`src/mid_defines.svh`:
```
// Constants for the module identification and diagnostics serial slave
`ifndef MID_DEFINES_SVH
`define MID_DEFINES_SVH

// ----------------------------------------------------------------------------
// Bus addresses (7-bit device part of the 8-bit address byte)
// ----------------------------------------------------------------------------
`define MID_ID_DEV      7'h50
`define MID_DIAG_DEV    7'h51
`define MID_PAGE_BYTES  256
`define MID_BYTE_BITS   4'h8

// ----------------------------------------------------------------------------
// Diagnostics page layout
// ----------------------------------------------------------------------------
`define MID_LIVE_BASE   8'h60
`define MID_LIVE_END    8'h69
`define MID_FLAG_ALM_HI 8'h70
`define MID_FLAG_ALM_LO 8'h71
`define MID_FLAG_WRN_HI 8'h74
`define MID_FLAG_WRN_LO 8'h75
`define MID_WR_LO       8'h80
`define MID_WR_HI       8'hf7

// ----------------------------------------------------------------------------
// Timing
// ----------------------------------------------------------------------------
`define MID_CLK_MHZ     10
`define MID_TXOFF_US    10
`define MID_TXOFF_CYC   (`MID_TXOFF_US * `MID_CLK_MHZ)

`endif

```
`src/mid_pkg.sv`:
```
// Types for the module identification and diagnostics serial slave
package mid_pkg;

    // Gray coded along address, ack, data
    typedef enum logic [3:0] {
        MID_IDLE  = 4'h0,
        MID_ADDR  = 4'h1,
        MID_ACK_A = 4'h3,
        MID_WADR  = 4'h2,
        MID_ACK_W = 4'h6,
        MID_WDAT  = 4'h7,
        MID_RD    = 4'h5,
        MID_RACK  = 4'h4
    } mid_state_t;

endpackage

```
`src/mid_mem.sv`:
```
// Byte memory holding the identification and diagnostics pages
`timescale 1ns/1ps

module mid_mem #(
    parameter int AW = 9,
    parameter int DW = 8
) (
    // Clock and reset
    input  wire logic          mclk,
    input  wire logic          rstn,
    // Write port
    input  wire logic          we,
    input  wire logic [AW-1:0] waddr,
    input  wire logic [DW-1:0] wdata,
    // Read port
    input  wire logic [AW-1:0] raddr,
    output logic      [DW-1:0] rdata_q
);

    logic [DW-1:0] mem [2**AW];

    always_ff @(posedge mclk) begin
        if (we) begin
            mem[waddr] <= wdata;
        end
    end

    always_ff @(posedge mclk or negedge rstn) begin
        if (!rstn) begin
            rdata_q <= '0;
        end else begin
            rdata_q <= mem[raddr];
        end
    end

endmodule // mid_mem

```
`src/mid_serial_slave.sv`:
```
// Two-wire serial slave serving identification and diagnostics pages
//
// Contract
// - Answer at A0h with 256-byte identification page
// - Answer at A2h with separate diagnostics page
// - Sample on clock rise; store only unprotected bytes
// - Change read data bit on clock fall
// - Byte words, single and sequential access
// - Report calibrated live diagnostics values
// - Flag parameters outside factory normal range
// - No-light output 0 normal, 1 no signal
// - Transmitter off within 10 us of disable
// - Module present pin held at ground
`timescale 1ns/1ps
`include "mid_defines.svh"

module mid_serial_slave
    import mid_pkg::*;
#(
    parameter logic [15:0] HI_ALM = 16'hf000,
    parameter logic [15:0] HI_WRN = 16'he000,
    parameter logic [15:0] LO_WRN = 16'h1000,
    parameter logic [15:0] LO_ALM = 16'h0800
) (
    // Clock and reset
    input  wire logic        mclk,
    input  wire logic        rstn,
    // Two-wire bus pins
    input  wire logic        scl,
    input  wire logic        sda_i,
    output logic             sda_o,
    output logic             sda_oe,
    // Calibrated monitor values
    input  wire logic [15:0] temp_value,
    input  wire logic [15:0] vcc_value,
    input  wire logic [15:0] bias_value,
    input  wire logic [15:0] txpwr_value,
    input  wire logic [15:0] rxpwr_value,
    // Status flags, one bit per monitored value
    output logic      [4:0]  alarm_hi,
    output logic      [4:0]  alarm_lo,
    output logic      [4:0]  warn_hi,
    output logic      [4:0]  warn_lo,
    // Optics control pins
    input  wire logic        transmit_off_level,
    input  wire logic        light_detect,
    output logic             laser_on,
    output logic             no_light_flag,
    output logic             module_present_pin
);

    // ------------------------------------------------------------------------
    // Pin synchronisers
    // ------------------------------------------------------------------------
    logic [2:0] scl_q;
    logic [2:0] sda_q;
    logic [1:0] txoff_q;
    logic [1:0] light_q;

    always_ff @(posedge mclk or negedge rstn) begin
        if (!rstn) begin
            scl_q   <= 3'h7;
            sda_q   <= 3'h7;
            txoff_q <= 2'h3;
            light_q <= 2'h0;
        end else begin
            scl_q   <= {scl_q[1:0], scl};
            sda_q   <= {sda_q[1:0], sda_i};
            txoff_q <= {txoff_q[0], transmit_off_level};
            light_q <= {light_q[0], light_detect};
        end
    end

    // Edges are judged on stages two and three only
    wire scl_rise = scl_q[1] & ~scl_q[2];
    wire scl_fall = ~scl_q[1] & scl_q[2];
    wire sda_bit  = sda_q[1];
    wire start_ev = scl_q[1] & scl_q[2] & ~sda_q[1] & sda_q[2];
    wire stop_ev  = scl_q[1] & scl_q[2] & sda_q[1] & ~sda_q[2];

    // ------------------------------------------------------------------------
    // Transfer state
    // ------------------------------------------------------------------------
    mid_state_t  state_q;
    logic [3:0]  cnt_q;
    logic [7:0]  shift_q;
    logic [7:0]  tx_q;
    logic [7:0]  ptr_q;
    logic        page_q;
    logic        rnw_q;
    logic        nack_q;
    logic        oe_q;

    wire byte_done = scl_fall && (cnt_q == `MID_BYTE_BITS);
    wire dev_id    = shift_q[7:1] == `MID_ID_DEV;
    wire dev_diag  = shift_q[7:1] == `MID_DIAG_DEV;

    // Only the user block of the diagnostics page takes writes
    wire writable  = page_q && (ptr_q >= `MID_WR_LO) && (ptr_q <= `MID_WR_HI);
    wire mem_we    = (state_q == MID_WDAT) && byte_done && writable;

    // ------------------------------------------------------------------------
    // Read byte selection
    // ------------------------------------------------------------------------
    logic [15:0] diag_w [5];
    logic [7:0]  mem_rdata;

    assign diag_w[0] = temp_value;
    assign diag_w[1] = vcc_value;
    assign diag_w[2] = bias_value;
    assign diag_w[3] = txpwr_value;
    assign diag_w[4] = rxpwr_value;

    wire        live_hit = page_q && (ptr_q >= `MID_LIVE_BASE) && (ptr_q <= `MID_LIVE_END);
    wire [7:0]  live_off = ptr_q - `MID_LIVE_BASE;
    wire [2:0]  live_idx = live_off[3:1];
    wire [15:0] live_val = diag_w[live_idx];
    wire [7:0]  live_byte = ptr_q[0] ? live_val[7:0] : live_val[15:8];

    wire [7:0]  flag_byte =
        (ptr_q == `MID_FLAG_ALM_HI) ? {alarm_hi, 3'h0} :
        (ptr_q == `MID_FLAG_ALM_LO) ? {alarm_lo, 3'h0} :
        (ptr_q == `MID_FLAG_WRN_HI) ? {warn_hi, 3'h0}  :
                                      {warn_lo, 3'h0};
    wire        flag_hit = page_q && ((ptr_q == `MID_FLAG_ALM_HI) ||
                           (ptr_q == `MID_FLAG_ALM_LO) || (ptr_q == `MID_FLAG_WRN_HI) ||
                           (ptr_q == `MID_FLAG_WRN_LO));
    wire [7:0]  rd_byte  = live_hit ? live_byte : flag_hit ? flag_byte : mem_rdata;

    mid_mem #(
        .AW (9),
        .DW (8)
    ) u_mem (
        .mclk    (mclk),
        .rstn    (rstn),
        .we      (mem_we),
        .waddr   ({page_q, ptr_q}),
        .wdata   (shift_q),
        .raddr   ({page_q, ptr_q}),
        .rdata_q (mem_rdata)
    );

    // ------------------------------------------------------------------------
    // Receive shifter and acknowledge sample
    // ------------------------------------------------------------------------
    always_ff @(posedge mclk or negedge rstn) begin
        if (!rstn) begin
            shift_q <= 8'h00;
            nack_q  <= 1'b0;
        end else if (scl_rise) begin
            shift_q <= {shift_q[6:0], sda_bit};
            nack_q  <= sda_bit;
        end
    end

    // ------------------------------------------------------------------------
    // Protocol machine
    // ------------------------------------------------------------------------
    always_ff @(posedge mclk or negedge rstn) begin
        if (!rstn) begin
            state_q <= MID_IDLE;
            cnt_q   <= 4'h0;
            tx_q    <= 8'h00;
            ptr_q   <= 8'h00;
            page_q  <= 1'b0;
            rnw_q   <= 1'b0;
            oe_q    <= 1'b0;
        end else if (start_ev) begin
            // Repeated start keeps the pointer for a random read
            state_q <= MID_ADDR;
            cnt_q   <= 4'h0;
            oe_q    <= 1'b0;
        end else if (stop_ev) begin
            state_q <= MID_IDLE;
            oe_q    <= 1'b0;
        end else begin
            if (scl_rise) begin
                cnt_q <= cnt_q + 4'h1;
            end
            case (state_q)
                MID_ADDR: begin
                    if (byte_done) begin
                        if (dev_id || dev_diag) begin
                            page_q  <= dev_diag;
                            rnw_q   <= shift_q[0];
                            oe_q    <= 1'b1;
                            state_q <= MID_ACK_A;
                        end else begin
                            state_q <= MID_IDLE;
                        end
                    end
                end
                MID_ACK_A: begin
                    if (scl_fall) begin
                        cnt_q <= 4'h0;
                        if (rnw_q) begin
                            tx_q    <= rd_byte;
                            oe_q    <= ~rd_byte[7];
                            state_q <= MID_RD;
                        end else begin
                            oe_q    <= 1'b0;
                            state_q <= MID_WADR;
                        end
                    end
                end
                MID_WADR: begin
                    if (byte_done) begin
                        ptr_q   <= shift_q;
                        oe_q    <= 1'b1;
                        state_q <= MID_ACK_W;
                    end
                end
                MID_ACK_W: begin
                    if (scl_fall) begin
                        cnt_q   <= 4'h0;
                        oe_q    <= 1'b0;
                        state_q <= MID_WDAT;
                    end
                end
                MID_WDAT: begin
                    if (byte_done) begin
                        ptr_q   <= ptr_q + 8'h01;
                        oe_q    <= 1'b1;
                        state_q <= MID_ACK_W;
                    end
                end
                MID_RD: begin
                    if (byte_done) begin
                        ptr_q   <= ptr_q + 8'h01;
                        oe_q    <= 1'b0;
                        state_q <= MID_RACK;
                    end else if (scl_fall) begin
                        tx_q <= {tx_q[6:0], 1'b0};
                        oe_q <= ~tx_q[6];
                    end
                end
                MID_RACK: begin
                    if (scl_fall) begin
                        cnt_q <= 4'h0;
                        if (nack_q) begin
                            state_q <= MID_IDLE;
                        end else begin
                            tx_q    <= rd_byte;
                            oe_q    <= ~rd_byte[7];
                            state_q <= MID_RD;
                        end
                    end
                end
                default: begin
                    state_q <= MID_IDLE;
                end
            endcase
        end
    end

    // ------------------------------------------------------------------------
    // Range flags
    // ------------------------------------------------------------------------
    genvar i;
    generate
        for (i = 0; i < 5; i++) begin : g_flag
            always_ff @(posedge mclk or negedge rstn) begin
                if (!rstn) begin
                    alarm_hi[i] <= 1'b0;
                    alarm_lo[i] <= 1'b0;
                    warn_hi[i]  <= 1'b0;
                    warn_lo[i]  <= 1'b0;
                end else begin
                    alarm_hi[i] <= diag_w[i] > HI_ALM;
                    alarm_lo[i] <= diag_w[i] < LO_ALM;
                    warn_hi[i]  <= diag_w[i] > HI_WRN;
                    warn_lo[i]  <= diag_w[i] < LO_WRN;
                end
            end
        end
    endgenerate

    // ------------------------------------------------------------------------
    // Pin outputs
    // ------------------------------------------------------------------------
    // Disable path is three cycles, far inside the MID_TXOFF_CYC budget
    always_ff @(posedge mclk or negedge rstn) begin
        if (!rstn) begin
            sda_o              <= 1'b0;
            sda_oe             <= 1'b0;
            laser_on           <= 1'b0;
            no_light_flag      <= 1'b1;
            module_present_pin <= 1'b0;
        end else begin
            sda_o              <= 1'b0;
            sda_oe             <= oe_q;
            laser_on           <= ~txoff_q[1];
            no_light_flag      <= ~light_q[1];
            module_present_pin <= 1'b0;
        end
    end

endmodule // mid_serial_slave

```
`config.mk`:
```
export PLATFORM = sky130hd
export DESIGN_NAME = mid_serial_slave
export DESIGN_NICKNAME = d
export VERILOG_FILES = /design/src/mid_pkg.sv /design/src/mid_mem.sv /design/src/mid_serial_slave.sv
export VERILOG_INCLUDE_DIRS = /design/src /design/src/src
export SDC_FILE = /design/constraint.sdc
export NUM_CORES = 2
export LEC_CHECK = 0
export BUFFER_PORTS_ARGS = -buffer_cell sky130_fd_sc_hd__buf_4
export CAP_MARGIN = 20
export CORE_UTILIZATION = 40
export DETAILED_ROUTE_END_ITERATION = 8
export PLACE_DENSITY = 0.64
export SKIP_CTS_REPAIR_TIMING = 1
export SLEW_MARGIN = 10
export SYNTH_ARGS = -nofsm -noshare
export SYNTH_HDL_FRONTEND = slang
export SYNTH_SLANG_ARGS = --single-unit
```
`constraint.sdc`:
```
create_clock -name mclk -period 7.68 [get_ports mclk]
set_input_delay 2.304 -clock mclk [delete_from_list [all_inputs] [get_ports mclk]]
set_output_delay 2.304 -clock mclk [all_outputs]
set_load 0.01 [all_outputs]
```
# Word level (Yosys, flattened, before mapping)
# Memories as Yosys holds them, arrays and structs flattened. A register that Yosys moved wholly into a read port is not among the register bits.
# Index checks and enable logic that the tools add are counted.
# word_totals
inputBits,86
memories,1
word_cells,190
out_inout_bits,25
ff_bits,68
ram_bits,4096
# classes
magnitude_cmp,25
n_bitwise,18
muxes,51
n_eq_ne,32
add_sub_neg,3
n_reduce_logical,24
# memory_table
name,words,word_bits,rd,rd_ports_with_merged_regs,write_ports,line_no,source
u_mem.mem,512,8,1,1,1,mid_mem.sv:20,logic [DW-1:0] mem [2**AW];
# ops
op,count
> comparator 16 bit (second input constant),10
less-than comparator 16 x 12 -> 1 bit (second input constant),5
less-than comparator 16 x 13 -> 1 bit (second input constant),5
2-to-1 mux 8 bit,8
2-to-1 mux 4 bit,13
binary-select mux 16 bit (select 3 bit),1
2-to-1 mux 7 bit,6
== test 8 x 7 -> 1 bit (second input constant),4
2-to-1 mux 16 bit,2
!= test 4 bit (second input constant),7
one-hot mux 4 bit (6 select lines),1
one-hot mux 7 bit (3 select lines),1
AND reduction 9 bit,2
== test 4 x 3 -> 1 bit (second input constant),4
!= test 2 bit (second input constant),8
one-hot mux 8 bit (2 select lines),1
== test 7 bit (second input constant),2
2-to-1 mux 1 bit,14
inverter 1 bit,10
AND reduction 5 bit,2
adder 8 x 1 -> 8 bit (second input constant),1
== test 4 x 2 -> 1 bit (second input constant),2
>= comparator 8 x 7 -> 1 bit (second input constant),1
>= comparator 8 bit (second input constant),1
24 further kinds,42

# Longest topological paths before layout
# logic_depth
word_depth,13
depth_mapped,16
mapped_depth_nobuf,9

# By module
# A second synthesis with hierarchy kept.
# unflattened
cells_unflattened,8504
hier_area_um2,164255.0
# by_module_without_submodules
module,cells_each,seq_area_each_um2,instances,area_per_inst_um2
mid_mem,8030,123198.2,1,159960.9
mid_serial_slave,474,1662.8,1,4294.1

# Worst setup path after synthesis
# No wires, ideal clock.
# synth_timing
kind,reg-to-reg
startpoint,register shift_q[7]
endpoint,register rnw_q
arrival_time_ps,7707
setup_ps,163
path_slack_ps,-190
required_ps,7517
stages_incl_launch_ff,6
path_buffers,0
period_less_slack_ps,7870
path_cell_list,dfrtp_1 nor4b_1 nand3b_1 nor3b_1 nand2_1 mux2_2
# synth_between
elab_chain_cells,3
word_cells_on_any_way,4
classes_between,eq/ne (2); reduce/logical (2)
# synth_lines
element,line_no,source
from (decl),mid_serial_slave.sv:86,logic [7:0] shift_q;
from (signal assigned),mid_serial_slave.sv:151,"shift_q <= {shift_q[6:0], sda_bit};"
== test 7 bit (no source line),--,
logical OR 1 bit *,mid_serial_slave.sv:183,if (dev_id || dev_diag) begin
AND reduction 5 bit (no source line) *,--,
to (signal assigned),mid_serial_slave.sv:185,rnw_q <= shift_q[0];
to (decl),mid_serial_slave.sv:90,logic rnw_q;
# Every way passes the cells marked *; elsewhere a longest branch is shown, timed or not.
# A chain may end at the register's enable or synchronous reset.

==> impl_results.md <==
- Post-Synth Adder-Cell Area: 0.0005442
- Top cells by count, synth: edfxtp_1 (4,096), mux4_2 (968), nand2_1 (273)
- Input/output buffers: 108
- Die Width: 636.3 µm
- Area Growth Syn to Fin: 19.94%
- Final ANT Viol Nets: 0
- DRT iter0 DRCs: 8,236
- Total gr overflow: 0
- Count leader, synth: edfxtp_1
- Crit path max fanout: 92
- Fin area: 0.1930 mm²
- Tightest Hold Check Type: flip-flop to flip-flop
- Syn avg cell area: 21.93 µm²
- Slew headroom: 0.1569
- Vias in the first global route: 83,290
- VDD IR max: approximately 0.00032 V
- Worst Skew: 86.01 ps
- Count of different cell masters after synthesis: 79
- CP endpoint kind: flip-flop
- Clock Tree Buf Depth: 4
- Crit Path Class: flip-flop to flip-flop
- Synth async-reset ratio: 0.01775
- Area of the multi-input gates: 0.04544 mm²
- Met2 Resource Use GR: 0.2884
- CP cell instances: buf_4, buf_12, buf_4, mux4_2, nand2_1, a32oi_1, a21oi_1, or2_2, a31oi_1, o32a_1
- Clock Sinks: 4,170
- Cell taking the most area after synthesis: edfxtp_1
- Synth top area share: 0.7642
- Clk pin slew, worst setup/hold paths: 60 ps
- Hold_ws: around 360 ps
- Layout Nets: about 11,000
- Status: finished clean
- GRT Overall Usage: 0.1733
- Die ar.: 0.4049 mm²
- Max Slew Vio Count: 0
- Post-Route WL: 355,200 µm
- Synth Area in Compound Gates: 0.03029
- Slowest cell delay on critical path: 900 ps
- Core Region: ~0.4 mm²
- H-Tree Depth: 5
- Synthesized flop and latch total: 4,170
- DP Area: 0.1795 mm²
- Final hold violation count: 0
- Dpl cells: 15,610
- Critical path arrival: 5660 ps
- Register area: 0.1249 mm²
- Simple-Gate Fraction of Synth Area: 0.02244
- Slowest cell on the critical path: dfrtp_4
- Routed WL per cell: 21.69 µm
- Met1 usage: 0.2298
- Vias/cell: just under 5
- Initial core utilization: 0.4024
- CP delay by family, top: compound AO/OA/AOI/OAI gates
- EDFF count, synth: 4,096
- Synth warn: 0
- Global-route wire length before repair: 523,200 µm
- Final TNS setup: 0 ps
- Most area-consuming cells after synthesis: edfxtp_1 (76%), mux4_2 (14%), mux2i_1 (1.5%), dfrtp_1 (1.0%), nand2_1 (0.64%)
- Io pins: ~110
- Worst slew pin tran: 1260 ps
- Dpl hpwl: between 200,000 and 250,000 µm
- # rows: 232
- CTS root buf: clkbuf_16
- Pwr Density: 298.5 mW/mm²
- Fraction of layout cells with a size suffix above 1: 0.1738
- Largest net degree at the start of global routing: 244
- Filler Cells Inserted: about 33,000
- Clock Latency Late Sink: 1000 ps
- Post-route DRC violation count: 0
- Final Non-Filler Cells: 16,380
- Synth Area in XOR/XNOR: 0.00005442
- RSZ-0062 raised after global routing: no
- Die Y: 636.3 µm
- Pre-antenna DRT Iters: 6
- Peak Freq: about 210 MHz
- Crit path time final: 4737 ps
- Type of origin of the critical path: flip-flop
- Overall power: slightly below 60,000 µW
- Placer congestion estimate: 0.8511
- Multiplexer share of the synthesized area: 0.1552
- Vias: 80,690
- Period utilization: 0.6167
- Crit. Startpoint: ptr_q[3]$_DFFE_PN0P_
- Crit path top cell by count: buf_4
- Main combinational cell family by area after synthesis: multiplexers
- Final setup fails: 0
- Global-route layer with the greatest usage: met2
- Prevailing post-synth register cell: edfxtp_1
- CTS tree: built
- CTS buffer count: 412
- Met3 usage: 0.03046
- WP buf/inv: 3
- Hold Startpoint: light_q[1]$_DFF_PN0_
- Worst R2R Start: ptr_q[3]$_DFFE_PN0P_
- Pleak: between 0.06 and 0.07 µW
- Maxcap violations: 0
- Synthesized instance count: 7,340
- Synth Cell Area: 0.1610 mm²
- Sequential area share after synthesis: 0.7758
- Initial antenna violation count: 17
- Required @ worst endpoint: 8610 ps
## cells by family (layout without fill, tap and decap cells)
group	after synthesis	in the layout
adder cells (fa/ha/maj)	7	7
AND/OR/NAND/NOR	780	780
multiplexers	1261	1261
AO/OA/AOI/OAI	693	693
buffers and inverters	427	1059
other	1	3141
flip-flops	4170	4170
XOR/XNOR	1	1
## layout make-up
| class | instances | share of cell area |
|---|---|---|
| inverters | 12 | 0.0002981 |
| well taps | 5265 | 0.03412 |
| clock buffers | 504 | 0.05591 |
| flip-flops and latches | 4170 | 0.6471 |
| repair buffers | 286 | 0.01364 |
| clock inverters | 257 | 0.01356 |
| diodes | 3 | 0.00003889 |
| multi-input cells | 5880 | 0.2354 |
## layer usage
| metal | part of all wire | vias to the layer above |
|---|---|---|
| met5 | 0.000059 | - |
| met4 | 0.037 | 4 |
| met3 | 0.071 | 681 |
| met2 | 0.49 | 2736 |
| met1 | 0.40 | 42380 |
| li1 | - | 34890 |
## layout by cell type, fill, tap and decap left out, drive strengths merged, types with 23 or more instances in the layout
| master | count |
|---|---|
| o21ai | 92 |
| a221oi | 31 |
| inv | 24 |
| mux4 | 981 |
| mux2i | 247 |
| a32oi | 49 |
| and3 | 35 |
| clkbuf | 504 |
| clkinv | 193 |
| a31oi | 34 |
| a22oi | 109 |
| nor2 | 219 |
| edfxtp | 4096 |
| o22ai | 92 |
| dfrtp | 65 |
| conb | 3138 |
| buf | 286 |
| nor4 | 37 |
| nor3 | 40 |
| nand2 | 273 |
| nand3 | 55 |
| nor2b | 28 |
| a21oi | 98 |
| bufinv | 41 |
| mux2 | 33 |
| a22o | 23 |
## registers in the layout (all words and copies together), names as in the netlist
signal and flops:
alarm_hi 5, alarm_lo 5, u_mem.rdata_q 8, sda_q 3, rnw_q 1, txoff_q 2
light_q 2, u_mem.mem 4096, cnt_q 4, laser_on 1, ptr_q 8, warn_lo 5
oe_q 1, state_q 3, tx_q 7, page_q 1, shift_q 8, scl_q 3
warn_hi 5, sda_oe 1, no_light_flag 1
## final timing paths
check	to	slack, ps	depth (start not counted)
setup / recovery	u_mem.rdata_q[7]$_DFF_PN0_	2940	10
hold / removal	no_light_flag$_DFF_PN1_	360	1
setup reg to reg	u_mem.rdata_q[7]$_DFF_PN0_	2940	10
hold reg to reg	no_light_flag$_DFF_PN1_	360	1
max in group asynchronous	ptr_q[4]$_DFFE_PN0P_	5120	2
min in group asynchronous	light_q[0]$_DFF_PN0_	1280	1
## stage by stage
step / util / setup WS [ps]
floorplan: - / 91.85
CTS: 0.4822 / 2863
finish: 0.4826 / 2943
global placement: 0.4486 / 2580
global route: 0.4826 / 2612
detailed placement: 0.4486 / 2869
## report_power, final
part | total [µW] | switching (µW) | internal [µW]
Clock | 20000 | 8540 | 11400
Combinational | 4730 | 3110 | 1630
Sequential | 32900 | 1340 | 31600
Total | 57600 | 13000 | 44600
## worst register-to-register path, stage by stage (launching register included)
cell and delay (ps):
dfrtp_4 900, buf_4 320, buf_12 460, buf_4 710, mux4_2 310, nand2_1 60, a32oi_1 350, a21oi_1 110
or2_2 350, a31oi_1 840, o32a_1 260
Power figures use the tool's default switching activity.
